<file path="config.mk">
export PLATFORM = sky130hd
export DESIGN_NAME = coil_driver_cal_setpoint_dither_regs
export DESIGN_NICKNAME = d
export VERILOG_FILES = /design/src/dither_gen.v /design/src/coil_driver_cal_setpoint_dither_regs.v
export VERILOG_INCLUDE_DIRS = /design/src
export SDC_FILE = /design/constraint.sdc
export NUM_CORES = 1
export LEC_CHECK = 0
export ABC_AREA = 1
export CAP_MARGIN = 40
export CORE_MARGIN = 4
export CORE_UTILIZATION = 35
export CTS_BUF_LIST = sky130_fd_sc_hd__clkbuf_4 sky130_fd_sc_hd__clkbuf_8
export CTS_CLUSTER_DIAMETER = 200
export DETAILED_ROUTE_END_ITERATION = 10
export DONT_BUFFER_PORTS = 1
export GPL_ROUTABILITY_DRIVEN = 0
export PLACE_DENSITY = 0.58
export RECOVER_POWER = 50
export SYNTH_ARGS = -nofsm -noshare
export SYNTH_HDL_FRONTEND = slang
export SYNTH_HIERARCHICAL = 1
export SYNTH_SLANG_ARGS = --single-unit
</file>
<file path="constraint.sdc">
create_clock -name sys_clk_i -period 2.3 [get_ports sys_clk_i]
set_clock_uncertainty 0.05 [all_clocks]
set_input_delay 0.115 -clock sys_clk_i [delete_from_list [all_inputs] [get_ports sys_clk_i]]
set_output_delay 0.115 -clock sys_clk_i [all_outputs]
set_load 0.02 [all_outputs]
</file>
<file path="src/coil_regs_defs.vh">
// Purpose: constants for the coil driver control word bank
// Assumes: 32-bit command words, bit 31 is the write flag
// Notes:   header of definitions only
`ifndef COIL_REGS_DEFS_VH
`define COIL_REGS_DEFS_VH

// ----------------------------------------
// Command word fields
// ----------------------------------------
`define CMD_RW_BIT        31
`define CAL_CODE          7'h05
`define CH_WORD_CODE_SP   4'h2
`define CH_WORD_CODE_DI   4'h3
`define CH_SEL_FIRST      2'h1
`define CH_SEL_SECOND     2'h2
`define CAL_RESET         32'h05000000
`define CAL_MODE_BIT      23
`define CAL_SECOND_HI     5
`define CAL_SECOND_LO     4
`define CAL_FIRST_HI      3
`define CAL_FIRST_LO      2
`define SW_LOW_ONLY       2'h1
`define SW_HIGH_ONLY      2'h2
`define SP_EN_BIT         23
`define SP_AL_BIT         22
`define SP_TARGET_W       11
`define DI_EN_BIT         23
`define DI_SYNC_BIT       22
`define DI_FB_BIT         21
`define DI_STEPS_LO       10
`define DI_STEPS_W        6
`define DI_SIZE_W         6
`define AUTOLIM_VALUE     8'd20
`define DIV_M_RESET       6'd32
`define DIV_N_RESET       4'd6
`define DITHER_MAX_PROD   1023

`endif

</file>
<file path="src/dither_gen.v">
// Purpose: one channel triangle dither generator
// Assumes: step enable pulse from the shared divider
// Notes:   waveform rises, falls below, returns; one step per pulse
`include "coil_regs_defs.vh"

module dither_gen #(
  parameter STEPS_W = 6,
  parameter SIZE_W  = 6
) (
  // Clock and reset
  input  wire                sys_clk_i,
  input  wire                nrst_i,
  // Control
  input  wire                enable_i,
  input  wire                sync_i,
  input  wire                pwm_start_i,
  input  wire                step_en_i,
  input  wire [STEPS_W-1:0]  steps_i,
  input  wire [SIZE_W-1:0]   size_i,
  // Result
  output reg  signed [11:0]  offset_o,
  output reg                 period_start_o
);

  reg [STEPS_W-1:0] step_cnt;
  reg [1:0]         quarter;
  reg               armed;

  // ----------------------------------------
  // Step sequencer
  // ----------------------------------------
  always @(posedge sys_clk_i or negedge nrst_i) begin
    if (!nrst_i) begin
      step_cnt       <= {STEPS_W{1'b0}};
      quarter        <= 2'h0;
      offset_o       <= 12'sh000;
      armed          <= 1'b0;
      period_start_o <= 1'b0;
    end else begin
      period_start_o <= 1'b0;
      if (!enable_i || steps_i == {STEPS_W{1'b0}}) begin
        step_cnt <= {STEPS_W{1'b0}};
        quarter  <= 2'h0;
        offset_o <= 12'sh000;
        armed    <= 1'b0;
      end else if (!armed) begin
        // sync start
        if (!sync_i || pwm_start_i) begin
          armed          <= 1'b1;
          period_start_o <= 1'b1;
        end
      end else if (step_en_i) begin
        // quarter steps
        if (quarter == 2'h0 || quarter == 2'h3)
          offset_o <= offset_o + $signed({6'h00, size_i});
        else
          offset_o <= offset_o - $signed({6'h00, size_i});
        if (step_cnt == steps_i - 1'b1) begin
          step_cnt <= {STEPS_W{1'b0}};
          quarter  <= quarter + 2'h1;
          // Resync each period when aligned to PWM
          if (quarter == 2'h3 && sync_i)
            armed <= 1'b0;
          else if (quarter == 2'h3)
            period_start_o <= 1'b1;
        end else begin
          step_cnt <= step_cnt + 1'b1;
        end
      end
    end
  end

endmodule

</file>
<file path="src/coil_driver_cal_setpoint_dither_regs.v">
// Purpose: calibration, setpoint and dither control words of two coils
// Assumes: command words arrive already framed from the serial port
// Notes:   one word per cmd_valid_i pulse, answer next cycle
// Behaviour
// Bit 31 is 1 for write and 0 for read, and read data shows it as 0.
// Calibration mode follows bit 23 of the calibration word, off at reset.
// Second load switches follow bits 5:4: 01 low only, 10 high only.
// First load switches follow bits 3:2 with the same encoding.
// Bits 25:24 pick the channel and setpoint bit 23 enables it.
// A channel enable cannot be set before the diagnosis word is read.
// Setpoint bit 22 turns on integrator clamp at plus and minus 20.
// Setpoint bits 10:0 hold the current target, reset zero.
// Dither word bit 23 turns dither on for the channel, off at reset.
// Dither bit 22 aligns each dither period to a PWM cycle start.
// Dither bit 21 picks min/max or average feedback reporting.
// Dither bits 15:10 give steps per quarter, one per dither tick.
// Dither bits 5:0 give the step size in target counts.
// The host keeps steps times size at or below 1023.
// The dither tick is system clock over (M+1) times 2 to the N.
// Fixed code bits choose the target word, stored per channel.
// Per-channel reads return the selected channel's fields and code.
`include "coil_regs_defs.vh"

module coil_driver_cal_setpoint_dither_regs #(
  parameter TARGET_W = 11,
  parameter STEPS_W  = 6,
  parameter SIZE_W   = 6
) (
  // Clock and reset
  input  wire                 sys_clk_i,
  input  wire                 nrst_i,
  // Command port
  input  wire                 cmd_valid_i,
  input  wire [31:0]          cmd_word_i,
  input  wire                 diag_read_i,
  input  wire                 pwm_start_i,
  input  wire [5:0]           div_m_i,
  input  wire [3:0]           div_n_i,
  output reg                  rsp_valid_o,
  output reg  [31:0]          rsp_word_o,
  // First coil
  output reg                  first_coil_high_side_switch_o,
  output reg                  first_coil_low_side_switch_o,
  output reg                  first_coil_enable_o,
  output reg  [7:0]           first_coil_int_limit_o,
  output reg  [TARGET_W-1:0]  first_coil_target_o,
  output reg  signed [11:0]   first_coil_dither_o,
  output reg                  first_coil_feedback_report_select_o,
  // Second coil
  output reg                  second_coil_high_side_switch_o,
  output reg                  second_coil_low_side_switch_o,
  output reg                  second_coil_enable_o,
  output reg  [7:0]           second_coil_int_limit_o,
  output reg  [TARGET_W-1:0]  second_coil_target_o,
  output reg  signed [11:0]   second_coil_dither_o,
  output reg                  second_coil_feedback_report_select_o,
  // Mode
  output reg                  calibration_mode_enable_o
);

  // ----------------------------------------
  // Storage
  // ----------------------------------------
  reg               calibration_mode_enable;
  reg [1:0]         first_load_manual_switch_state;
  reg [1:0]         second_load_manual_switch_state;
  reg               diag_seen;
  reg [1:0]         ch_en;
  reg [1:0]         ch_al;
  reg [TARGET_W-1:0] ch_target [0:1];
  reg [1:0]         di_en;
  reg [1:0]         di_sync;
  reg [1:0]         feedback_report_select;
  reg [STEPS_W-1:0] di_steps [0:1];
  reg [SIZE_W-1:0]  di_size  [0:1];
  reg [31:0]        next_rsp;
  reg [5:0]         m_cnt;
  reg [15:0]        n_cnt;
  reg               step_en;
  wire signed [11:0] dith0;
  wire signed [11:0] dith1;

  // decode codes
  wire is_cal = cmd_word_i[30:24] == `CAL_CODE;
  wire is_sp  = cmd_word_i[30:27] == `CH_WORD_CODE_SP;
  wire is_di  = cmd_word_i[30:27] == `CH_WORD_CODE_DI;
  wire [1:0] sel = cmd_word_i[25:24];
  // channel select; 00 and 11 address no channel
  wire ch0 = sel == `CH_SEL_FIRST;
  wire ch1 = sel == `CH_SEL_SECOND;
  wire idx = ch1;
  // write flag
  wire wr  = cmd_valid_i && cmd_word_i[`CMD_RW_BIT];

  // ----------------------------------------
  // Register writes
  // ----------------------------------------
  always @(posedge sys_clk_i or negedge nrst_i) begin
    if (!nrst_i) begin
      calibration_mode_enable         <= 1'b0;
      first_load_manual_switch_state  <= 2'h0;
      second_load_manual_switch_state <= 2'h0;
      diag_seen    <= 1'b0;
      ch_en        <= 2'h0;
      ch_al        <= 2'h3;
      ch_target[0] <= {TARGET_W{1'b0}};
      ch_target[1] <= {TARGET_W{1'b0}};
      di_en        <= 2'h0;
      di_sync      <= 2'h0;
      feedback_report_select <= 2'h0;
      di_steps[0]  <= {STEPS_W{1'b0}};
      di_steps[1]  <= {STEPS_W{1'b0}};
      di_size[0]   <= {SIZE_W{1'b0}};
      di_size[1]   <= {SIZE_W{1'b0}};
    end else begin
      if (diag_read_i)
        diag_seen <= 1'b1;
      if (wr && is_cal) begin
        // mode bit
        calibration_mode_enable <= cmd_word_i[`CAL_MODE_BIT];
        // second load
        second_load_manual_switch_state <=
          cmd_word_i[`CAL_SECOND_HI:`CAL_SECOND_LO];
        // first load
        first_load_manual_switch_state <=
          cmd_word_i[`CAL_FIRST_HI:`CAL_FIRST_LO];
      end else if (wr && is_sp && (ch0 || ch1)) begin
        // enable gated
        ch_en[idx] <= cmd_word_i[`SP_EN_BIT] & diag_seen;
        // autolimit
        ch_al[idx] <= cmd_word_i[`SP_AL_BIT];
        // target
        ch_target[idx] <= cmd_word_i[TARGET_W-1:0];
      end else if (wr && is_di && (ch0 || ch1)) begin
        // dither enable
        di_en[idx]   <= cmd_word_i[`DI_EN_BIT];
        // sync bit
        di_sync[idx] <= cmd_word_i[`DI_SYNC_BIT];
        // feedback mode
        feedback_report_select[idx] <= cmd_word_i[`DI_FB_BIT];
        // steps
        di_steps[idx] <= cmd_word_i[`DI_STEPS_LO+STEPS_W-1:`DI_STEPS_LO];
        // step size
        di_size[idx]  <= cmd_word_i[SIZE_W-1:0];
      end
    end
  end

  // ----------------------------------------
  // Read data
  // ----------------------------------------
  always @* begin
    next_rsp = 32'h00000000;
    // flag reads 0
    if (is_cal) begin
      next_rsp[30:24] = `CAL_CODE;
      next_rsp[`CAL_MODE_BIT] = calibration_mode_enable;
      next_rsp[`CAL_SECOND_HI:`CAL_SECOND_LO] =
        second_load_manual_switch_state;
      next_rsp[`CAL_FIRST_HI:`CAL_FIRST_LO] = first_load_manual_switch_state;
    end else if (is_sp && (ch0 || ch1)) begin
      // selected channel
      next_rsp[30:27] = `CH_WORD_CODE_SP;
      next_rsp[25:24] = sel;
      next_rsp[`SP_EN_BIT] = ch_en[idx];
      next_rsp[`SP_AL_BIT] = ch_al[idx];
      next_rsp[TARGET_W-1:0] = ch_target[idx];
    end else if (is_di && (ch0 || ch1)) begin
      // selected channel
      next_rsp[30:27] = `CH_WORD_CODE_DI;
      next_rsp[25:24] = sel;
      next_rsp[`DI_EN_BIT] = di_en[idx];
      next_rsp[`DI_SYNC_BIT] = di_sync[idx];
      next_rsp[`DI_FB_BIT] = feedback_report_select[idx];
      next_rsp[`DI_STEPS_LO+STEPS_W-1:`DI_STEPS_LO] = di_steps[idx];
      next_rsp[SIZE_W-1:0] = di_size[idx];
    end
  end

  always @(posedge sys_clk_i or negedge nrst_i) begin
    if (!nrst_i) begin
      rsp_valid_o <= 1'b0;
      rsp_word_o  <= 32'h00000000;
    end else begin
      rsp_valid_o <= cmd_valid_i;
      if (cmd_valid_i)
        rsp_word_o <= next_rsp;
    end
  end

  // ----------------------------------------
  // Dither tick divider
  // ----------------------------------------
  // divide by (M+1)*2^N
  always @(posedge sys_clk_i or negedge nrst_i) begin
    if (!nrst_i) begin
      m_cnt   <= 6'h00;
      n_cnt   <= 16'h0000;
      step_en <= 1'b0;
    end else begin
      step_en <= 1'b0;
      if (n_cnt >= ((16'h0001 << div_n_i) - 16'h0001)) begin
        n_cnt <= 16'h0000;
        if (m_cnt >= div_m_i) begin
          m_cnt   <= 6'h00;
          step_en <= 1'b1;
        end else begin
          m_cnt <= m_cnt + 6'h01;
        end
      end else begin
        n_cnt <= n_cnt + 16'h0001;
      end
    end
  end

  // host keeps product in range, no clamp here
  dither_gen #(.STEPS_W(STEPS_W), .SIZE_W(SIZE_W)) u_dith0 (
    .sys_clk_i      (sys_clk_i),
    .nrst_i         (nrst_i),
    .enable_i       (di_en[0]),
    .sync_i         (di_sync[0]),
    .pwm_start_i    (pwm_start_i),
    .step_en_i      (step_en),
    .steps_i        (di_steps[0]),
    .size_i         (di_size[0]),
    .offset_o       (dith0),
    .period_start_o ()
  );

  dither_gen #(.STEPS_W(STEPS_W), .SIZE_W(SIZE_W)) u_dith1 (
    .sys_clk_i      (sys_clk_i),
    .nrst_i         (nrst_i),
    .enable_i       (di_en[1]),
    .sync_i         (di_sync[1]),
    .pwm_start_i    (pwm_start_i),
    .step_en_i      (step_en),
    .steps_i        (di_steps[1]),
    .size_i         (di_size[1]),
    .offset_o       (dith1),
    .period_start_o ()
  );

  // ----------------------------------------
  // Output stage
  // ----------------------------------------
  always @(posedge sys_clk_i or negedge nrst_i) begin
    if (!nrst_i) begin
      first_coil_high_side_switch_o        <= 1'b0;
      first_coil_low_side_switch_o         <= 1'b0;
      second_coil_high_side_switch_o       <= 1'b0;
      second_coil_low_side_switch_o        <= 1'b0;
      first_coil_enable_o                  <= 1'b0;
      second_coil_enable_o                 <= 1'b0;
      first_coil_int_limit_o               <= 8'h00;
      second_coil_int_limit_o              <= 8'h00;
      first_coil_target_o                  <= {TARGET_W{1'b0}};
      second_coil_target_o                 <= {TARGET_W{1'b0}};
      first_coil_dither_o                  <= 12'sh000;
      second_coil_dither_o                 <= 12'sh000;
      first_coil_feedback_report_select_o  <= 1'b0;
      second_coil_feedback_report_select_o <= 1'b0;
      calibration_mode_enable_o            <= 1'b0;
    end else begin
      calibration_mode_enable_o <= calibration_mode_enable;
      // first load switches
      first_coil_high_side_switch_o <= calibration_mode_enable &&
        first_load_manual_switch_state == `SW_HIGH_ONLY;
      first_coil_low_side_switch_o <= calibration_mode_enable &&
        first_load_manual_switch_state == `SW_LOW_ONLY;
      // second load switches
      second_coil_high_side_switch_o <= calibration_mode_enable &&
        second_load_manual_switch_state == `SW_HIGH_ONLY;
      second_coil_low_side_switch_o <= calibration_mode_enable &&
        second_load_manual_switch_state == `SW_LOW_ONLY;
      first_coil_enable_o  <= ch_en[0];
      second_coil_enable_o <= ch_en[1];
      // zero means no clamp
      first_coil_int_limit_o  <= ch_al[0] ? `AUTOLIM_VALUE : 8'h00;
      second_coil_int_limit_o <= ch_al[1] ? `AUTOLIM_VALUE : 8'h00;
      first_coil_target_o  <= ch_target[0];
      second_coil_target_o <= ch_target[1];
      first_coil_dither_o  <= dith0;
      second_coil_dither_o <= dith1;
      first_coil_feedback_report_select_o  <= feedback_report_select[0];
      second_coil_feedback_report_select_o <= feedback_report_select[1];
    end
  end

endmodule

</file>
## After elaboration in Yosys (flattened, before gate mapping)

Cells that the tools add are included.

| word-level totals | value |
|---|---|
| input port bits | 47 |
| register bits | 219 |
| output and inout port bits | 104 |

| cells by class | value |
|---|---|
| add/subtract/negate cells | 13 |
| shift operators | 1 |
| muxes and demuxes | 93 |
| equal/unequal tests | 13 |
| bitwise operators | 4 |
| order comparisons | 6 |
| reduce and logical (&&, ||, !) cells | 43 |

Operators by type and width:

| kind | count |
|---|---|
| $mux 6 | 19 |
| $mux 12 | 8 |
| $mux 11 | 4 |
| $mux 1 | 28 |
| $add 12x7->12 | 2 |
| $bwmux 12 | 2 |
| $sub 12x7->12 | 2 |
| $bwmux 22 | 1 |
| $mux 2 | 11 |
| $mux 4 | 5 |
| $mux 5 | 4 |
| $add 6x1->6 const B | 3 |
| $add 16x1->16 const B | 1 |
| $ge 16x16->1 | 1 |
| $logic_and 1x1->1 | 16 |
| $mux 16 | 1 |
| $shl 1x4->16 const A | 1 |
| $sub 16x1->16 const B | 1 |
| $eq 6x6->1 | 2 |
| $logic_not 6->1 | 2 |
| $reduce_bool 2->1 | 6 |
| $sub 6x1->6 const B | 2 |
| $demux 11 s1 | 1 |
| $bwmux 2 | 5 |
| other kinds (22) | 45 |

## Depth between registers and ports, before layout

Gate-level depths: netlist (run 1).

| depth | value |
|---|---|
| word-level depth | 8 |
| depth in mapped cells | 19 |
| gate-level depth less buffers | 17 |

## By module

Netlist (run 1), hierarchy kept.

By module, submodules not included:

| module | times used | cells each | area each (um2) | sequential area each (um2) |
|---|---|---|---|---|
| coil_driver_cal_setpoint_dither_regs | 1 | 775 | 7,657.3 | 4,181.5 |
| dither_gen (u_dith0) | 1 | 270 | 1,879.3 | 550.5 |
| dither_gen (u_dith1) | 1 | 267 | 1,849.3 | 550.5 |

## Worst setup path after synthesis (run 1)

Ideal clock, no wire load.

| timing | value |
|---|---|
| kind | flip-flop to flip-flop |
| start point | register u_dith1.quarter[0] |
| end point | register u_dith1.offset_o[10] |
| required time | 2,133 ps |
| slack | -40 ps |
| library setup time | 117 ps |
| path buffers | 1 |
| period minus slack after synthesis | 2,340 ps |
| data arrival time | 2,173 ps |
| cell stages (with the launch flop) | 14 |
| path through | dfrtp_1 ha_1 buf_2 o21ai_0 inv_1 fa_1 inv_1 nand4_1 nand3_1 nand3_1 nand2_1 nand3_1 nand3_1 nand2_1 |

| between the ends | value |
|---|---|
| word-level cells in the longest chain between the ends | 6 |
| elaborated cells between the ends (all ways) | 7 |
| classes of those cells | eq/ne: 1; mux: 4; reduce/logical: 2 |

RTL lines:

| element | RTL line | RTL |
|---|---|---|
| from (decl) | dither_gen.v:26 | `reg [1:0] quarter;` |
| from (signal assigned) | dither_gen.v:60 | `quarter <= quarter + 2'h1;` |
| $eq 2x2->1 or $logic_not 2->1 (tied branches) | dither_gen.v:54 | `if (quarter == 2'h0 \|\| quarter == 2'h3)` |
| $logic_or 1x1->1 (*) | dither_gen.v:54 |  |
| $mux 12 (*) | dither_gen.v:54 |  |
| $mux 12 (*) | dither_gen.v:52 | `end else if (step_en_i) begin` |
| $mux 12 (*) | dither_gen.v:46 | `end else if (!armed) begin` |
| $mux 12 (*) | dither_gen.v:41 | `if (!enable_i \|\| steps_i == {STEPS_W{1'b0}}) begin` |
| to (signal assigned) | dither_gen.v:55 | `offset_o <= offset_o + $signed({6'h00, size_i});` |
| to (signal assigned) | dither_gen.v:57 | `offset_o <= offset_o - $signed({6'h00, size_i});` |
| to (decl) | dither_gen.v:21 | `output reg signed [11:0] offset_o,` |

Mark *: on every way between the ends. The rest lies on a longest branch, timed or not. The select of a mux whose other input is x is not followed.
A chain may end at the register's enable or synchronous reset.

## Final worst setup path (run 1)

| timing | value |
|---|---|
| start point | register u_dith1.quarter[0] |
| end point | register u_dith1.offset_o[9] |

Same word-level chain as after synthesis.

==> metrics.yaml, run 1 <==
path_common_cell: "nand2_1"
synth_area_mm2: 0.0113
grt_pass1_vias: 8610
cts_tree: "built"
slew_viol_final: 0
htreeDepth: 2
top_layer: "met4"
initial_core_util_pct: 35.6
areaGrowthSynthToFinish_pct: 20.3
period_needed_ns: 2.41
fmax_mhz: 415
drtPass1Iterations: 6
clkSlewWorstSetupHoldPaths_ns: 0.06
io_pins: 151
dpl.hpwl_um: 18900
grt.total_usage_pct: 15.6
synth.avg_cell_area_um2: 8.67
cts-root-buf: "clkbuf_8"
antenna-diode-count: 0
end_kind: "flop"
dr_wl_met3_um: 1750
cts.sinks: 209
nNetsFinal: 1519
rsz0062_at_grt: "yes"
placed_cells: 1724
drtIter0Drc: 433
drive_above_1_share_pct: 23.7
clk_latency_ns: 0.56
synthCells: 1302
slew_headroom_pct: 38.3
antenna_found_initial: 0
p_leak_nw: 7.06
tns_ns: -0.241
hold_ws_ns: -0.784
wirelength_um: 27900
num_rows: 65
crit_required_ns: 2.70
die_x_um: 188
die_area_mm2: 0.0352
worst_setup_path_start_kind: "flop"
timing.final.crit_share_pct: 105
slowest_stage: "dfrtp_1"
route.detailed.wl_per_inst_um: 15.1
die_h_um: 188
grt_pass1_wl_um: 45000
ant_nets: 0
fin_ws_ns: -0.111
crit_type: "flop to flop"
ir_drop_v: 0.000792
met2WireLength_um: 13200
fillers: 3127
drv_cap: 0
stdcell_count: 1844
r2r_slack_ns: -0.11
crit_chain: "ha_4 > inv_4 > nor2_4 > xor2_1 > ha_1 > nand2_1 > nor2_1 > nand2_1 > nand3_2 > nand2_2 > nand2_4 > nand3_2 > nand2_1 > nand2_1 > nand3_1 > nand2_1"
place_ws_ns: -0.159
cts_made_buffers: 40
power_mw: 9.44
grt_overflow: 0
wl_met1_um: 12200
core_area_mm2: 0.0317
r2r_start: "u_dith1/quarter[0]"
hold_buffers: 36
worstMarginPinSlew_ns: 0.926
violations: "hold timing, setup timing"
status: "finished with violations"
critPathArrivalTime_ns: 2.81
vias_per_cell: 4.68
clockBufferDepth: 3
hp-class: "input pin to asynchronous set/reset pin"
yosysWarnings: 6
cp_max_fo: 7
drc: 0
slowest_delay_ns: 0.41
port_buffers: 0
grt_max_degree: 210
cellPowerDensity_mw_per_mm2: 695
vias: 8621
final_hold_viol_count: 209
reg2reg_to: "u_dith1/offset_o[9]"
setup_viol: 3
worstRegToRegCells: 16
==> how the worst max path moves through the flow <==
stage                       startpoint                    to  slack [ns]  cells past startpoint
floorplan           u_dith0/quarter[0]   u_dith0/offset_o[9]        0.01                     17
global placement    u_dith0/quarter[0]  u_dith0/offset_o[10]       -0.08                     14
detailed placement  u_dith1/quarter[0]   u_dith1/offset_o[9]       -0.16                     16
CTS                 u_dith1/quarter[1]  u_dith1/offset_o[10]      -0.007                     14
global route        u_dith1/quarter[1]   u_dith1/offset_o[9]       -0.31                     16
finish              u_dith1/quarter[0]   u_dith1/offset_o[9]       -0.11                     16
==> report_power, final <==
part           switching (mW)  leakage (nW)  total (mW)  internal [mW]
clock network            1.62         0.483        4.12           2.50
registers               0.310          2.86        4.20           3.89
logic                   0.643          3.72        1.12          0.473
total                    2.58          7.06        9.44           6.86
==> per-stage QoR <==
step / cell area, µm² / util (%)
detailed placement: 11900 / 37.5
global placement: 11900 / 37.5
floorplan: 11400 / -
finish: 13600 / 42.8
global route: 13600 / 42.8
CTS: 13300 / 41.9
==> timing repair <==
item | 4_1_cts | 5_1_grt
hold endpoints to repair | 297 | 209
buffers inserted | 2 | 8
gates cloned | 0 | 1
resized for setup | 19 | 62
pin swaps | 8 | 35
setup endpoints to repair | 10 | 18
==> cells in the final DEF, fill, tap and decap left out, types with 3 or more instances in the layout <==
cell type,n
nand2_1,336
dfrtp_1,206
inv_1,139
nor2_1,89
nand3_1,65
buf_4,60
o21ai_2,59
nand2_2,53
ha_1,51
clkbuf_8,51
xor2_1,35
dlygate4sd3_1,34
o21ai_0,32
a21oi_1,22
conb_1,21
o21ai_1,14
nand3_2,13
nand4_1,12
xnor2_1,11
nor2_2,11
nand2_4,11
clkbuf_4,10
inv_2,9
nor2_4,8
a21oi_2,8
clkinv_2,7
ha_4,7
nor3_1,6
nand3_4,4
a22oi_1,4
mux2i_1,4
nor3_2,4
o22ai_1,4
o21bai_1,3
bufinv_16,3
inv_4,3
==> layout make-up <==
type                    count  area, µm²  share of cell area (%)
repair buffers             98        838                    6.17
multi-input cells         910       5520                    40.6
clock buffers              61        777                    5.72
clock inverters            12        140                    1.03
flip-flops and latches    209       5230                    38.5
inverters                 152        578                    4.25
well taps                 402        503                    3.70
==> metal layers <==
layer / up-vias / track usage [%]
met5: - / 0
met4: 0 / 4.91
met3: 53 / 4.50
met2: 173 / 26.0
met1: 4081 / 19.6
li1: 4314 / -
==> worst max-delay path: cells and delay by family, from the launching register on <==
family / cells / cell delay, ns
AND/OR/NAND/NOR: 12 / 1.02
adder cells (fa/ha/maj): 2 / 0.71
XOR/XNOR: 1 / 0.07
flip-flops: 1 / 0.41
buffers and inverters: 1 / 0.05
==> flip-flops by register name (all words and copies together), names as in the netlist, 12 cells and up <==
signal                cells
di_size                  12
u_dith1/offset_o         12
ch_target                22
n_cnt                    16
first_coil_dither_o      12
second_coil_dither_o     12
rsp_word_o               24
di_steps                 12
u_dith0/offset_o         12
Note: power is estimated with default switching activity, not from simulation.
==> run 2, diff against run 1 <==
--- a/config.mk
+++ b/config.mk
@@ -8,7 +8,6 @@
 export LEC_CHECK = 0
 export ABC_AREA = 1
 export CAP_MARGIN = 40
-export CORE_MARGIN = 4
 export CORE_UTILIZATION = 35
 export CTS_BUF_LIST = sky130_fd_sc_hd__clkbuf_4 sky130_fd_sc_hd__clkbuf_8
 export CTS_CLUSTER_DIAMETER = 200
==> run 2 against run 1 <==
The flow still finishes with violations (hold timing, setup timing). Setup slack better by 0.067 ns. Worst hold slack better by 0.015 ns. Global-route usage is 0.91 points higher. Largest cell class unchanged. Total power is 3.8% lower. Maximum frequency is 2.9% higher. Wire length is 4.1% lower. Core utilization is 0.22 points lower. First-iteration DRC count is 15% lower.
==> metrics.yaml, run 2 (synthesized netlist as in run 1, its figures left out) <==
status: "finished with violations"
violations: "hold timing, setup timing"
die_h_um: 182
cellPowerDensity_mw_per_mm2: 673
cts-root-buf: "clkbuf_8"
port_buffers: 0
initial_core_util_pct: 35.7
p_leak_nw: 7.01
hold_buffers: 33
wirelength_um: 26700
top_regs: "rsp_word_o (24), ch_target (22), n_cnt (16)"
setup_viol: 2
drv_cap: 0
drtPass1Iterations: 5
vias_per_cell: 4.72
largest_register_ffs: 24
drive_above_1_share_pct: 23.9
clkSlewWorstSetupHoldPaths_ns: 0.07
ir_drop_v: 0.000516
io_pins: 151
route.detailed.wl_per_inst_um: 14.6
regMostFlops: "rsp_word_o"
areaGrowthSynthToFinish_pct: 19.4
slowest_stage: "dfrtp_1"
worstRegToRegCells: 15
cts.sinks: 209
antenna-diode-count: 0
grt_pass1_wl_um: 43800
crit_required_ns: 2.67
grt_max_degree: 210
cts_tree: "built"
placed_area_mm2: 0.0119
grt.total_usage_pct: 16.5
num_rows: 65
final_util_pct: 42.6
grt_pass1_vias: 8605
placed_cells: 1728
layout_commonest_cell: "nand2_1"
drc: 0
layout_common_cells: "330 x nand2_1, 206 x dfrtp_1, 138 x inv_1"
cts_made_buffers: 39
die_x_um: 182
crit_type: "flop to flop"
slew_headroom_pct: 53.7
die_area_mm2: 0.0330
worstMarginPinSlew_ns: 0.692
worst_setup_path_start_kind: "flop"
crit_chain: "ha_4 > inv_4 > a21oi_4 > xor2_1 > ha_1 > nand2_2 > inv_1 > nand2_1 > nand3_2 > nand2_2 > nand2_4 > nand3_4 > nand3_2 > nand3_2 > nand2_2"
cp_max_fo: 7
htreeDepth: 2
dpl.hpwl_um: 18100
slowest_delay_ns: 0.41
drtIter0Drc: 366
ant_nets: 0
clk_latency_ns: 0.54
period_needed_ns: 2.34
nNetsFinal: 1514
fin_area_mm2: 0.0135
critPathArrivalTime_ns: 2.71
rsz0062_at_grt: "yes"
core_area_mm2: 0.0316
vias: 8636
grt_overflow: 0
clockBufferDepth: 3
fin_ws_ns: -0.0439
fmax_mhz: 427
hold_ws_ns: -0.769
end_kind: "flop"
place_ws_ns: -0.151
hp-class: "input pin to asynchronous set/reset pin"
stdcell_count: 1831
slew_viol_final: 0
antenna_found_initial: 0
timing.final.crit_share_pct: 102
final_hold_viol_count: 209
[run 2: cell types whose count changed in the layout (fill, tap and decap cells not counted), moves of 4 or more]
cell	previous run	this run
clkbuf_8	51	47
nor2_1	89	83
nand3_1	65	61
nand2_1	336	330
nand2_2	53	59
clkbuf_4	10	5
nor2_2	11	17
[run 2: per-layer routing]
| layer | part of all wire, % | GRT usage, % | vias up |
|---|---|---|---|
| met1 | 44 | 21.1 | 4109 |
| met2 | 48 | 27.5 | 172 |
| met5 | 0 | 0 | - |
| li1 | - | - | 4302 |
| met3 | 5.0 | 3.83 | 53 |
| met4 | 2.5 | 5.15 | 0 |
[run 2: area by class of cell]
type	instances	area, µm²
Clock inverter	12	128
Inverter	152	576
Timing Repair Buffer	95	823
Tap cell	402	503
Fill cell	3084	18100
Clock buffer	52	684
Sequential cell	209	5230
Multi-Input combinational cell	909	5540
[run 2: repair_timing]
action | CTS | global route
setup buffers | 3 | 3
gates resized for setup | 29 | 60
hold endpoints to repair | 298 | 209
endpoints found under the setup margin | 12 | 12
pin swaps | 16 | 31
[run 2: path summary, 6_finish.rpt]
kind / slack, ns / endpoint / start
setup / recovery: -0.04 / u_dith0/offset_o[11] / u_dith0/quarter[0]
hold / removal: -0.77 / u_dith0/offset_o[5] / nrst_i
setup reg to reg: -0.04 / u_dith0/offset_o[11] / u_dith0/quarter[0]
hold reg to reg: 0.35 / first_coil_target_o[4] / ch_target[15]
max in group asynchronous: 2.62 / ch_al[1] / nrst_i
min in group sys_clk_i: 0.05 / rsp_word_o[23] / cmd_word_i[30]
[run 2: power breakdown]
| part | total (mW) | internal, mW | leakage [nW] | switching [mW] |
|---|---|---|---|---|
| sequential | 4.20 | 3.89 | 2.86 | 0.310 |
| clock | 3.75 | 2.16 | 0.428 | 1.59 |
| combinational | 1.13 | 0.485 | 3.72 | 0.642 |
| total | 9.08 | 6.54 | 7.01 | 2.54 |
[run 2: metrics by stage]
stage	total power [mW]	setup TNS [ns]
finish	9.08	-0.0650
global route	9.58	-1.42
CTS	9.19	0
detailed placement	5.29	-1.14
global placement	5.26	-0.490
floorplan	5.02	0
[run 2: worst max-delay path: cells and delay by family, from the launching register on]
family | cells | cell delay, ns
AND/OR/NAND/NOR | 9 | 0.74
adder cells (fa/ha/maj) | 2 | 0.64
flip-flops | 1 | 0.41
XOR/XNOR | 1 | 0.17
AO/OA/AOI/OAI | 1 | 0.12
buffers and inverters | 2 | 0.10
==> run 3, diff against run 2 <==
--- a/config.mk
+++ b/config.mk
@@ -14,7 +14,7 @@
 export DETAILED_ROUTE_END_ITERATION = 10
 export DONT_BUFFER_PORTS = 1
 export GPL_ROUTABILITY_DRIVEN = 0
-export PLACE_DENSITY = 0.58
+export PLACE_DENSITY = 0.56
 export RECOVER_POWER = 50
 export SYNTH_ARGS = -nofsm -noshare
 export SYNTH_HDL_FRONTEND = slang
==> constraint.sdc (replaced) <==
create_clock -name sys_clk_i -period 2.35 [get_ports sys_clk_i]
set_clock_uncertainty 0.05 [all_clocks]
set_input_delay 0.1175 -clock sys_clk_i [delete_from_list [all_inputs] [get_ports sys_clk_i]]
set_output_delay 0.1175 -clock sys_clk_i [all_outputs]
set_load 0.02 [all_outputs]
==> run 3 against run 2 <==
The flow finishes with violations (hold timing). Critical path type unchanged. Sequential power decreased by 2%. Final cell count increased by 0.60%. Critical endpoint unchanged. Highest routed layer unchanged. Largest cell class unchanged. Non-clock buffer count increased by 5. Setup slack improved by 0.076 ns.
==> metrics.yaml, run 3 (synthesized netlist as in run 1, its figures left out) <==
clk_latency_ns: 0.54
fmax_mhz: 431
violations: "hold timing"
setup_viol: 0
grt_pass1_vias: 8457
cts-root-buf: "clkbuf_8"
drtIter0Drc: 473
met2WireLength_um: 13100
io_pins: 151
slew_headroom_pct: 50.9
end_kind: "flop"
port_buffers: 0
nNetsFinal: 1519
vias_per_cell: 4.68
power_mw: 9.04
cts_tree: "built"
grt.total_usage_pct: 17.2
cts_made_buffers: 39
hold_buffers: 33
antenna_found_initial: 1
timing.final.crit_share_pct: 98.6
period_needed_ns: 2.32
num_rows: 65
slew_viol_final: 0
layout_commonest_cell: "nand2_1"
wl_met1_um: 12400
p_leak_nw: 7.03
ir_drop_v: 0.000343
worst_setup_path_start_kind: "flop"
critPathArrivalTime_ns: 2.70
hold_ws_ns: -0.780
areaGrowthSynthToFinish_pct: 19.9
dr_wl_met3_um: 1720
final_hold_viol_count: 209
die_area_mm2: 0.0330
core_area_mm2: 0.0316
stdcell_count: 1842
die_x_um: 182
crit_type: "flop to flop"
top_regs: "rsp_word_o (24), ch_target (22), n_cnt (16)"
clkSlewWorstSetupHoldPaths_ns: 0.06
drc: 0
layout_common_cells: "335 x nand2_1, 206 x dfrtp_1, 135 x inv_1"
largest_register_ffs: 24
fin_area_mm2: 0.0135
initial_core_util_pct: 35.7
clockBufferDepth: 3
dpl.hpwl_um: 19300
place_ws_ns: -0.181
die_h_um: 182
top_layer: "met4"
htreeDepth: 2
regMostFlops: "rsp_word_o"
ant_nets: 0
vias: 8613
drive_above_1_share_pct: 24.5
grt_pass1_wl_um: 45100
worstMarginPinSlew_ns: 0.734
placed_area_mm2: 0.0119
cts.sinks: 209
route.detailed.wl_per_inst_um: 15.1
grt_max_degree: 210
rsz0062_at_grt: "yes"
placed_cells: 1727
status: "finished with violations"
fin_ws_ns: 0.0325
cellPowerDensity_mw_per_mm2: 668
crit_required_ns: 2.74
drtPass1Iterations: 4
cp_max_fo: 7
hp-class: "input pin to asynchronous set/reset pin"
drv_cap: 0
final_util_pct: 42.8
wirelength_um: 27800
grt_overflow: 0
==> run 3: cell types whose count changed in the layout (fill, tap and decap cells not counted), sizes merged <==
cell	previous run	this run
diode	0	1
clkinv	9	6
clkinvlp	1	2
dlymetal6s4s	0	1
dlygate4sd3	33	32
clkbuf	52	59
buf	62	67
==> run 3: timing repair <==
item,CTS,global route
pin swaps,2,48
setup endpoints to repair,10,42
buffers inserted,1,11
gates cloned,0,0
gates resized for setup,8,83
endpoints found under the hold margin,296,209
==> run 3: metal layers <==
metal,vias to the layer above,global-route usage (%)
met2,163,27.6
met3,41,5.11
met5,-,0
met4,0,5.59
met1,4085,22.3
li1,4324,-
==> run 3: layout make-up <==
| cell class | count | area [µm²] |
|---|---|---|
| fill | 3089 | 18100 |
| multi-input combinational | 909 | 5520 |
| sequential | 209 | 5230 |
| timing repair buffer | 100 | 847 |
| clock buffer | 59 | 756 |
| inverter | 152 | 578 |
| tap | 402 | 503 |
| clock inverter | 10 | 109 |
| antenna | 1 | 2.50 |
==> run 3: path summary, 6_finish.rpt <==
kind	start	end	slack (ns)	cells after the start
worst max register to register	u_dith0/quarter[1]	u_dith0/offset_o[11]	0.03	16
worst max-delay path	u_dith0/quarter[1]	u_dith0/offset_o[11]	0.03	16
worst min-delay path	nrst_i	first_coil_dither_o[6]	-0.78	0
min in group sys_clk_i	cmd_word_i[30]	rsp_word_o[26]	0.07	5
max in group asynchronous	nrst_i	ch_al[0]	2.69	0
worst min register to register	u_dith0/offset_o[5]	first_coil_dither_o[5]	0.35	0
==> run 3: critical path: stages (launching register included) <==
cell and delay, ns:
dfrtp_1 0.41, ha_4 0.33, inv_4 0.04, nor2_2 0.08, xor2_1 0.08, ha_1 0.37
nand2_1 0.09, nor2_2 0.12, nand2_1 0.08, nand3_2 0.09, nand2_2 0.08, nand2_4 0.09
nand3_4 0.07, nand2_2 0.07, nand2_1 0.04, nand3_1 0.06, nand2_1 0.04
==> run 3: power by group <==
group	internal, mW	leakage, nW	switching, mW	total, mW
logic	0.457	3.72	0.626	1.08
clock network	2.28	0.454	1.57	3.84
registers	3.81	2.86	0.308	4.12
==> run 3: metrics by stage <==
| step | hold slack [ns] | TNS, ns |
|---|---|---|
| 2_1_floorplan | -0.228 | 0 |
| 5_1_grt | -0.825 | -0.884 |
| 3_5_place_dp | -0.222 | -0.888 |
| 3_3_place_gp | -0.222 | -0.329 |
| 4_1_cts | -0.827 | 0 |
| 6_report | -0.780 | 0 |
